File: config.mk
export PLATFORM = sky130hd
export DESIGN_NAME = isf_slave
export DESIGN_NICKNAME = d
export VERILOG_FILES = /design/src/inc/isf_pkg.sv /design/src/isf_slave.sv
export VERILOG_INCLUDE_DIRS = /design/src /design/src/inc
export SDC_FILE = /design/constraint.sdc
export NUM_CORES = 1
export LEC_CHECK = 0
export BUFFER_PORTS_ARGS = -buffer_cell sky130_fd_sc_hd__buf_2
export CAP_MARGIN = 5
export CORE_MARGIN = 2
export CORE_UTILIZATION = 45
export CTS_CLUSTER_DIAMETER = 120
export DETAILED_ROUTE_END_ITERATION = 10
export GPL_TIMING_DRIVEN = 1
export PLACE_DENSITY = 0.67
export SLEW_MARGIN = 30
export SYNTH_ARGS = -nofsm -noshare
export SYNTH_HDL_FRONTEND = slang
export SYNTH_SLANG_ARGS = --single-unit
File: constraint.sdc
create_clock -name core_clk -period 5.9 [get_ports core_clk]
set_input_delay 0.59 -clock core_clk [delete_from_list [all_inputs] [get_ports core_clk]]
set_output_delay 0.59 -clock core_clk [all_outputs]
set_load 0.02 [all_outputs]
File: src/inc/isf_params.svh
// constants of the two-wire slave front end
`ifndef ISF_PARAMS_SVH
`define ISF_PARAMS_SVH
`define ISF_CLK_MHZ 40
`define ISF_PUD_US 250
`define ISF_PUD_CYCLES (`ISF_PUD_US * `ISF_CLK_MHZ)
`define ISF_CODE_MEM 4'ha
`define ISF_CODE_SEC 4'hb
`define ISF_SEL_ZERO 3'h0
`define ISF_SEL_SEVEN 3'h7
`define ISF_BYTE_BITS 4'h8
`endif

File: src/inc/isf_pkg.sv
// types of the two-wire slave front end
package isf_pkg;
   typedef enum logic [6:0] {
      ST_IDLE    = 7'h01,
      ST_ADDR    = 7'h02,
      ST_ACK_ADR = 7'h04,
      ST_WR      = 7'h08,
      ST_ACK_WR  = 7'h10,
      ST_RD      = 7'h20,
      ST_ACK_RD  = 7'h40
   } isf_state_t;
endpackage

File: src/isf_slave.sv
// two-wire slave front end: conditions, byte shifting, acknowledge, power-up hold
`timescale 1ns/1ps
`include "isf_params.svh"
// How it works
// - data falling while clock high starts a transaction
// - data rising while clock high ends a transaction
// - data line changes only while the clock is low
// - bus busy from start until stop
// - every byte is exactly eight bits
// - each byte plus acknowledge takes nine clock periods
// - bytes shift most significant bit first
// - no limit on bytes between start and stop
// - slave only; clock line is input only
// - data line is only pulled low or released
// - sampling keeps up with one megabit per second
// - fixed bus position, zero or seven, instead of select pins
// - during power-on reset all bus activity is ignored
// - standby entered after the power-up delay of 250 us
// - upper control nibble 1010 selects memory, 1011 security registers
// - respond only when three select bits match the fixed position: 000, or 111 with POS_SEVEN
// - last control bit: one reads, zero writes
// - acknowledge by pulling data low during ninth clock
module isf_slave #(
   parameter bit POS_SEVEN = 1'b0,
   parameter int PUD_CYCLES = `ISF_PUD_CYCLES
) (
   // clock and reset
   input wire logic core_clk,
   input wire logic resetn,
   // bus pins
   input wire logic scl_in,
   input wire logic sda_in,
   output logic sda_out,
   output logic sda_oe,
   // user side
   input wire logic [7:0] tx_data,
   output logic [7:0] rx_data,
   output logic rx_valid,
   output logic rx_first,
   output logic sec_sel,
   output logic rd_mode,
   output logic tx_load,
   output logic master_nack,
   output logic bus_busy,
   output logic ready
);
   // ------------------------------------------------
   // synchronisers and glitch filter
   // ------------------------------------------------
   logic scl_s1_reg, scl_s2_reg, sda_s1_reg, sda_s2_reg;
   logic [2:0] scl_h_reg, sda_h_reg;
   logic scl_f_reg, sda_f_reg, scl_p_reg, sda_p_reg;

   function automatic logic filt(input logic [2:0] h, input logic cur);
      filt = (&h) ? 1'b1 : ((~|h) ? 1'b0 : cur);
   endfunction

   // clock pin is sampled only, never driven
   always_ff @(posedge core_clk) begin
      if (!resetn) begin
         scl_s1_reg <= 1'b1;
         scl_s2_reg <= 1'b1;
         sda_s1_reg <= 1'b1;
         sda_s2_reg <= 1'b1;
         scl_h_reg <= 3'h7;
         sda_h_reg <= 3'h7;
         scl_f_reg <= 1'b1;
         sda_f_reg <= 1'b1;
         scl_p_reg <= 1'b1;
         sda_p_reg <= 1'b1;
      end else begin
         scl_s1_reg <= scl_in;
         scl_s2_reg <= scl_s1_reg;
         sda_s1_reg <= sda_in;
         sda_s2_reg <= sda_s1_reg;
         // three agreeing samples: 75 ns, far below a 1 Mbit/s half period
         scl_h_reg <= {scl_h_reg[1:0], scl_s2_reg};
         sda_h_reg <= {sda_h_reg[1:0], sda_s2_reg};
         scl_f_reg <= filt(scl_h_reg, scl_f_reg);
         sda_f_reg <= filt(sda_h_reg, sda_f_reg);
         scl_p_reg <= scl_f_reg;
         sda_p_reg <= sda_f_reg;
      end
   end

   logic scl_rise, scl_fall, start_evt, stop_evt;
   assign scl_rise = scl_f_reg && !scl_p_reg;
   assign scl_fall = !scl_f_reg && scl_p_reg;
   assign start_evt = ready && scl_f_reg && scl_p_reg && sda_p_reg && !sda_f_reg;
   assign stop_evt = ready && scl_f_reg && scl_p_reg && !sda_p_reg && sda_f_reg;

   // ------------------------------------------------
   // power-up hold
   // ------------------------------------------------
   logic [31:0] pud_cnt_reg;
   always_ff @(posedge core_clk) begin
      if (!resetn) begin
         pud_cnt_reg <= 32'h0;
         ready <= 1'b0;
      end else if (!ready) begin
         // standby only once the delay has run out
         if (pud_cnt_reg >= 32'(PUD_CYCLES - 1)) begin
            ready <= 1'b1;
         end
         pud_cnt_reg <= pud_cnt_reg + 32'h1;
      end
   end

   // ------------------------------------------------
   // bus occupancy
   // ------------------------------------------------
   always_ff @(posedge core_clk) begin
      if (!resetn) begin
         bus_busy <= 1'b0;
      end else if (start_evt) begin
         bus_busy <= 1'b1;
      end else if (stop_evt) begin
         bus_busy <= 1'b0;
      end
   end

   // ------------------------------------------------
   // byte engine
   // ------------------------------------------------
   isf_pkg::isf_state_t state_reg;
   logic [3:0] bit_cnt_reg;
   logic [7:0] rx_sh_reg, tx_sh_reg;
   logic ack_seen_reg;
   logic [2:0] own_sel;
   assign own_sel = POS_SEVEN ? `ISF_SEL_SEVEN : `ISF_SEL_ZERO;
   logic code_ok, sel_ok;
   assign code_ok = (rx_sh_reg[7:4] == `ISF_CODE_MEM) || (rx_sh_reg[7:4] == `ISF_CODE_SEC);
   assign sel_ok = rx_sh_reg[3:1] == own_sel;

   always_ff @(posedge core_clk) begin
      if (!resetn) begin
         sda_out <= 1'b0;
         sda_oe <= 1'b0;
         state_reg <= isf_pkg::ST_IDLE;
         bit_cnt_reg <= 4'h0;
         rx_sh_reg <= 8'h00;
         tx_sh_reg <= 8'h00;
         ack_seen_reg <= 1'b0;
         rx_data <= 8'h00;
         rx_valid <= 1'b0;
         rx_first <= 1'b0;
         sec_sel <= 1'b0;
         rd_mode <= 1'b0;
         tx_load <= 1'b0;
         master_nack <= 1'b0;
      end else begin
         rx_valid <= 1'b0;
         tx_load <= 1'b0;
         master_nack <= 1'b0;
         // output level stays 0: only pull low or release
         sda_out <= 1'b0;
         if (!ready) begin
            state_reg <= isf_pkg::ST_IDLE;
            sda_oe <= 1'b0;
         end else if (start_evt) begin
            // repeated start also lands here, from any state
            state_reg <= isf_pkg::ST_ADDR;
            bit_cnt_reg <= 4'h0;
            sda_oe <= 1'b0;
         end else if (stop_evt) begin
            state_reg <= isf_pkg::ST_IDLE;
            sda_oe <= 1'b0;
         end else begin
            unique case (state_reg)
               isf_pkg::ST_IDLE: begin
                  sda_oe <= 1'b0;
               end
               isf_pkg::ST_ADDR, isf_pkg::ST_WR: begin
                  if (scl_rise) begin
                     rx_sh_reg <= {rx_sh_reg[6:0], sda_f_reg};
                     bit_cnt_reg <= bit_cnt_reg + 4'h1;
                  end else if (scl_fall && bit_cnt_reg == `ISF_BYTE_BITS) begin
                     bit_cnt_reg <= 4'h0;
                     rx_data <= rx_sh_reg;
                     if (state_reg == isf_pkg::ST_WR) begin
                        rx_valid <= 1'b1;
                        rx_first <= 1'b0;
                        sda_oe <= 1'b1;
                        state_reg <= isf_pkg::ST_ACK_WR;
                     end else if (code_ok && sel_ok) begin
                        rx_valid <= 1'b1;
                        rx_first <= 1'b1;
                        sec_sel <= rx_sh_reg[4];
                        rd_mode <= rx_sh_reg[0];
                        sda_oe <= 1'b1;
                        state_reg <= isf_pkg::ST_ACK_ADR;
                     end else begin
                        state_reg <= isf_pkg::ST_IDLE;
                     end
                  end
               end
               isf_pkg::ST_ACK_ADR, isf_pkg::ST_ACK_WR: begin
                  // ninth clock ends on its falling edge
                  if (scl_fall) begin
                     if (state_reg == isf_pkg::ST_ACK_ADR && rd_mode) begin
                        tx_sh_reg <= {tx_data[6:0], 1'b0};
                        sda_oe <= !tx_data[7];
                        tx_load <= 1'b1;
                        bit_cnt_reg <= 4'h1;
                        state_reg <= isf_pkg::ST_RD;
                     end else begin
                        sda_oe <= 1'b0;
                        bit_cnt_reg <= 4'h0;
                        state_reg <= isf_pkg::ST_WR;
                     end
                  end
               end
               isf_pkg::ST_RD: begin
                  // new bit only after the falling edge
                  if (scl_fall) begin
                     if (bit_cnt_reg == `ISF_BYTE_BITS) begin
                        sda_oe <= 1'b0;
                        state_reg <= isf_pkg::ST_ACK_RD;
                     end else begin
                        sda_oe <= !tx_sh_reg[7];
                        tx_sh_reg <= {tx_sh_reg[6:0], 1'b0};
                        bit_cnt_reg <= bit_cnt_reg + 4'h1;
                     end
                  end
               end
               isf_pkg::ST_ACK_RD: begin
                  if (scl_rise) begin
                     ack_seen_reg <= !sda_f_reg;
                  end else if (scl_fall) begin
                     if (ack_seen_reg) begin
                        tx_sh_reg <= {tx_data[6:0], 1'b0};
                        sda_oe <= !tx_data[7];
                        tx_load <= 1'b1;
                        bit_cnt_reg <= 4'h1;
                        state_reg <= isf_pkg::ST_RD;
                     end else begin
                        master_nack <= 1'b1;
                        state_reg <= isf_pkg::ST_IDLE;
                     end
                  end
               end
            endcase
         end
      end
   end
endmodule

==> summary.md, run 1 <==
| Metric | Value |
|---|---|
| Library cells used by synthesis | 63 |
| Pleak | 1.85 nW |
| Clk_lat worst skew | 0.35 ns |
| Die Wd | 99.4 µm |
| Ys flop type | dfxtp_1 |
| Total GRT Usage | 0.165 |
| Total core area | 8760 µm² |
| Worst EP required | 6.16 ns |
| Yosys top cell by area | dfxtp_1 |
| NetSw | 0.000239 W |
| Least-Margin Pin Slew | 0.740 ns |
| CP Class | flop to flop |
| Via count | 3051 |
| Reg clk slew, reported paths | 0.10 ns |
| Largest register FFs | 32 |
| Sequential area share after synthesis | 0.440 |
| HP Class | flop to flop |
| H-Tree Depth | 3 |
| Post-Syn Area | 4100 µm² |
| RD Place Congestion | 0.876 |
| Clk Tree Root Cell | clkbuf_8 |
| Area grow syn2layout | 9.86% |
| Synth Warn # | 0 |
| CTS Hold Bufs | 0 |
| Final routed DRC violation total | 0 |
| Fraction of layout cells with a size suffix above 1 | 0.147 |
| First-pass GRT wire length | 13300 µm |
| Initial antenna violation count | 0 |
| Clock sink count | 90 |
| Final Cycle Share | 0.422 |
| Syn Inst Count | 432 |
| Iter 0 DRT Violations | 119 |
| Post-Synthesis Mean Instance Area | 9.49 µm² |
| ANT cells | 0 |
| Setup total negative slack | 0 ns |
| Layout Utilization | 0.514 |
| Vias in the first global route | 2794 |
| Synth top area share | 0.440 |
| Setup bufs post-CTS | 0 |
| CP Launch Type | flop |
| Max Cap Viol | 0 |
| Via/cell ratio | 5.40 |
| Routed WL per cell | 13.7 µm |
| Power Density | 244 nW/µm² |
| Worst setup EP type | flop |
| Sequential cell fraction of total power | 0.559 |
| Seq cells post-synth | 90 |
| Die H | 99.4 µm |
| Syn nets | 447 |
| Unrepaired setup endpoints after global routing | no |
| # rows | 34 |
| Final setup viols | 0 |
| TritonCTS clock tree | done |
| Critical Path AT | 2.75 ns |
| Crit path max fanout | 13 |
| Tmin final | 2.49 ns |
| Clock share of power | 0.422 |
| Die ar. | 9890 µm² |
| Synth area leaders | dfxtp_1, mux2i_1, nor2_1 |
| Status | complete, no violations |
| 1st-pass router iterations | 4 |
| Ys async rst share | 0 |
| Largest net degree at the start of global routing | 63 |
| IO Pins | 30 |
| Fin. max-slew vios | 0 |
| Int Pwr | 0.000859 W |
| Total CTS buffers | 9 |
| Final WL | 7740 µm |
| Comb power frac | 0.018 |
| Fin nets | 467 |
| Detail Route Antenna Nets | 0 |
| Relative slew slack | 0.504 |
| IO Port Bufs | 28 |
| Fin. Hold Viols | 0 |
| Fill count | 842 |
| Post-DP HPWL | 5420 µm |
| Number of synthesized flops with an enable pin | 0 |
| Overflow after GRT | 0 |
| Net Sw Frac | 0.218 |
| Fmax | 0.401 GHz |
| Max clock buf depth | 2 |
| Initial Utilization | 0.468 |
| Final setup skew | 0.0115 ns |
| Post-CTS Resized | 0 |
| VDD IR-drop max | 0.120 mV |
synth_stat cells (3+ instances only):
library cell and n:
xor2_1 19, o21ai_0 6, a31oi_1 4, or3_1 4
nor3_1 5, buf_2 7, and3_1 10, nor4_1 8
xnor2_1 12, ha_1 3, nor2b_1 3, nand2_1 17
a211oi_1 3, mux2i_1 28, dfxtp_1 90, inv_1 8
nand3_1 19, a211oi_2 3, nor4_4 3, and2_1 3
nand3b_1 5, o21ai_1 3, clkbuf_1 9, nand2b_1 16
nor2_1 73, a21oi_1 18, nand4_1 5
worst max-delay path, stage by stage (launching register included):
cell	delay, ns
dfxtp_1	0.39
nor3_2	0.29
nand4b_1	0.64
o211ai_1	0.53
a221oi_4	0.15
and2b_1	0.19
a32o_1	0.21
layout make-up:
class	instances	area [µm²]	area share
Tap cell	108	135	0.0300
Sequential cell	90	1800	0.400
Clock inverter	7	101	0.0225
Inverter	9	36.3	0.00806
Clock buffer	9	124	0.0275
Multi-Input combinational cell	314	2160	0.481
Timing Repair Buffer	28	140	0.0311
power by group through the flow:
stage	clock network [W]	registers, W	logic (W)
3_3_place_gp	0	0.000628	0.0000201
6_report	0.000464	0.000614	0.0000202
3_5_place_dp	0	0.000628	0.0000205
2_1_floorplan	0	0.000628	0.0000148
5_1_grt	0.000508	0.000615	0.0000226
4_1_cts	0.000478	0.000614	0.0000207
path summary, 6_finish.rpt:
kind,from,end,slack (ns),depth (start not counted)
min reg2reg,scl_s1_reg$_SDFF_PN1_,scl_s2_reg$_SDFF_PN1_,0.41,1
min,scl_s1_reg$_SDFF_PN1_,scl_s2_reg$_SDFF_PN1_,0.41,1
max,state_reg[3]$_SDFFE_PP0P_,bit_cnt_reg[3]$_SDFFE_PN0P_,3.41,6
max reg2reg,state_reg[3]$_SDFFE_PP0P_,bit_cnt_reg[3]$_SDFFE_PN0P_,3.41,6
cell usage in the layout, fill, tap and decap left out, drive strengths merged, types with 3 or more instances in the layout:
master / Yosys / routed
nand4b: 3 / 3
dfxtp: 90 / 90
a21oi: 18 / 18
inv: 9 / 10
mux2i: 28 / 28
nor2: 73 / 73
xor2: 19 / 19
nor3: 8 / 8
nand2: 17 / 17
buf: 10 / 28
nor3b: 3 / 3
ha: 3 / 3
and3: 10 / 10
clkbuf: 9 / 9
nand3b: 6 / 6
a211oi: 6 / 6
nor2b: 3 / 3
nand3: 19 / 19
and2: 3 / 3
nand2b: 18 / 18
or3: 6 / 6
o21ai: 9 / 9
nand4: 6 / 6
a31oi: 4 / 4
nor4: 12 / 12
xnor2: 12 / 12
cell families (layout without fill, tap and decap cells):
family	after synthesis	count (layout)	share of synthesized area
AO/OA/AOI/OAI	57	57	0.107
buffers and inverters	28	53	0.0324
multiplexers	28	28	0.0684
other	1	1	0.000915
AND/OR/NAND/NOR	194	194	0.277
XOR/XNOR	31	31	0.0663
adder cells (fa/ha/maj)	3	3	0.00916
flip-flops	90	90	0.440
through the flow:
| stage | setup slack [ns] | hold WS [ns] | std cells | power [W] | cell area, µm² |
|---|---|---|---|---|---|
| after floorplan | 4.04 | 0.386 | 432 | 0.000642 | 4100 |
| after global placement | 3.47 | 0.391 | 549 | 0.000648 | 4270 |
| after detailed placement | 3.39 | 0.395 | 549 | 0.000649 | 4280 |
| after CTS | 3.40 | 0.400 | 565 | 0.00111 | 4500 |
| after global routing | 3.13 | 0.390 | 565 | 0.00115 | 4500 |
| final | 3.41 | 0.411 | 565 | 0.00110 | 4500 |
layer usage:
layer  global-route usage  vias to the layer above  wire length, µm
met5                    0                        -                0
li1                     -                     1557                -
met3               0.0309                       17              283
met4               0.0727                        0              179
met2                0.242                       56             3370
met1                0.237                     1421             3910
(Power assumes the default switching activity.)
==> run 2, diff against run 1 <==
==> constraint.sdc (replaced) <==
create_clock -name core_clk -period 2.3 [get_ports core_clk]
set_input_delay 0.23 -clock core_clk [delete_from_list [all_inputs] [get_ports core_clk]]
set_output_delay 0.23 -clock core_clk [all_outputs]
set_load 0.02 [all_outputs]
==> run 2 against run 1 <==
Critical path depth did not move. Non-clock buffer count rose by 9. Utilization rose by 0.47 points. Combinational power rose to 2.7 times the previous value. Sequential share of layout area fell by 0.36 points. Global-route usage rose by 0.12 points. Die area did not move. Sequential cell count did not move. Clock power rose by 130%. Clock skew rose by 0.0042 ns. Setup slack got worse by 3.2 ns. Sequential power rose to 2.6 times the previous value.
==> summary.md, run 2 (synthesis gave the netlist of run 1 again) <==
| Metric | Value |
|---|---|
| Via count | 3091 |
| Iter 0 DRT Violations | 121 |
| Final setup viols | 0 |
| Total GRT Usage | 0.166 |
| Unrepaired setup endpoints after global routing | no |
| Area taken by multi-input logic gates | 2160 µm² |
| Pleak | 1.89 nW |
| Post-DP HPWL | 5580 µm |
| Max stage delay cell, worst path | or3_4 |
| Die Wd | 99.4 µm |
| Final Cycle Share | 0.915 |
| Max Cap Viol | 0 |
| Worst setup EP type | flop |
| First-pass GRT wire length | 13400 µm |
| Total CTS buffers | 9 |
| Detail Route Antenna Nets | 0 |
| Power Density | 599 nW/µm² |
| Clk Tree Root Cell | clkbuf_8 |
| Routed WL per cell | 13.7 µm |
| CP Launch Type | flop |
| Least-Margin Pin Slew | 0.615 ns |
| Fin. Hold Viols | 0 |
| Total core area | 8760 µm² |
| Overflow after GRT | 0 |
| Setup bufs post-CTS | 0 |
| Relative slew slack | 0.589 |
| Most frequent cells in the layout | dfxtp_1, nor2_1, mux2i_1, buf_2 |
| Fmax | 0.475 GHz |
| Fraction of layout cells with a size suffix above 1 | 0.161 |
| H-Tree Depth | 3 |
| IO Port Bufs | 28 |
| CP max stage delay | 0.54 ns |
| Tmin final | 2.11 ns |
| Vias in the first global route | 2923 |
| HP Class | primary input to flop |
| Worst EP required | 2.53 ns |
| Initial Utilization | 0.468 |
| Area grow syn2layout | 10.9% |
| Final setup skew | 0.0156 ns |
| Fin nets | 476 |
| IO Pins | 30 |
| Final routed DRC violation total | 0 |
| CP cell instances | nor4_4 -> nand3b_4 -> or3_4 -> nand2b_4 -> mux2i_1 -> nor2_1 |
| CP Class | flop to flop |
| Initial antenna violation count | 0 |
| TritonCTS clock tree | done |
| Die H | 99.4 µm |
| Fill count | 821 |
| 1st-pass router iterations | 5 |
| # rows | 34 |
| Post-CTS Resized | 0 |
| ANT cells | 0 |
| Die ar. | 9890 µm² |
| Reg clk slew, reported paths | 0.09 ns |
| Max clock buf depth | 2 |
| Final WL | 7860 µm |
| Commonest non-fill, non-tap cell in the layout | dfxtp_1 |
| Largest register FFs | 32 |
| Largest net degree at the start of global routing | 33 |
| Clock sink count | 90 |
| Fin. max-slew vios | 0 |
| RD Place Congestion | 0.895 |
| VDD IR-drop max | 0.353 mV |
| Layout Utilization | 0.518 |
| Setup total negative slack | 0 ns |
| Seq. cell area | 1800 µm² |
| Critical Path AT | 2.33 ns |
| CTS Hold Bufs | 0 |
| Status | complete, no violations |
| Clk_lat worst skew | 0.35 ns |
| Crit path max fanout | 12 |
| Via/cell ratio | 5.39 |
run 2: where the power goes:
group	switching [W]	leakage, nW	internal (W)
Clock	0.000555	0.100	0.000539
Sequential	0.00000775	0.727	0.00157
Combinational	0.0000342	1.06	0.0000198
run 2: worst paths after layout:
kind / startpoint / end / slack (ns) / cells after the start
setup reg to reg: state_reg[2]$_SDFFE_PP0P_ / sec_sel$_SDFFE_PN0P_ / 0.19 / 6
hold / removal: sda_in / sda_s1_reg$_SDFF_PN1_ / 0.05 / 2
setup / recovery: state_reg[2]$_SDFFE_PP0P_ / sec_sel$_SDFFE_PN0P_ / 0.19 / 6
hold reg to reg: scl_s2_reg$_SDFF_PN1_ / scl_h_reg[0]$_SDFF_PN1_ / 0.41 / 1
run 2: area by class of cell:
type | count | share of cell area
Inverter | 9 | 0.00744
Sequential cell | 90 | 0.397
Multi-Input combinational cell | 314 | 0.476
Timing Repair Buffer | 37 | 0.0457
Tap cell | 108 | 0.0297
Clock inverter | 5 | 0.0132
Clock buffer | 11 | 0.0311
run 2: per-stage QoR:
| step | hold slack [ns] | power, W | std cells | worst slack [ns] | area [µm²] |
|---|---|---|---|---|---|
| after floorplan | 0.331 | 0.00165 | 432 | 0.442 | 4100 |
| after global placement | 0.388 | 0.00167 | 558 | 0.242 | 4340 |
| after detailed placement | 0.394 | 0.00167 | 558 | 0.205 | 4340 |
| after CTS | 0.0342 | 0.00276 | 574 | 0.189 | 4540 |
| after global routing | 0.0418 | 0.00282 | 574 | 0.0712 | 4540 |
| final | 0.0537 | 0.00272 | 574 | 0.194 | 4540 |
run 2: worst max-delay path, delay by kind of cell (launching register included):
| family | cells | cell delay [ns] |
|---|---|---|
| flip-flops | 1 | 0.40 |
| multiplexers | 1 | 0.15 |
| AND/OR/NAND/NOR | 5 | 1.42 |
run 2: metal layers:
metal,global-route usage,vias up,routed length (µm)
met5,0,-,0
met4,0.0580,0,114
met3,0.0351,13,370
met2,0.257,61,3480
met1,0.232,1450,3900
li1,-,1567,-
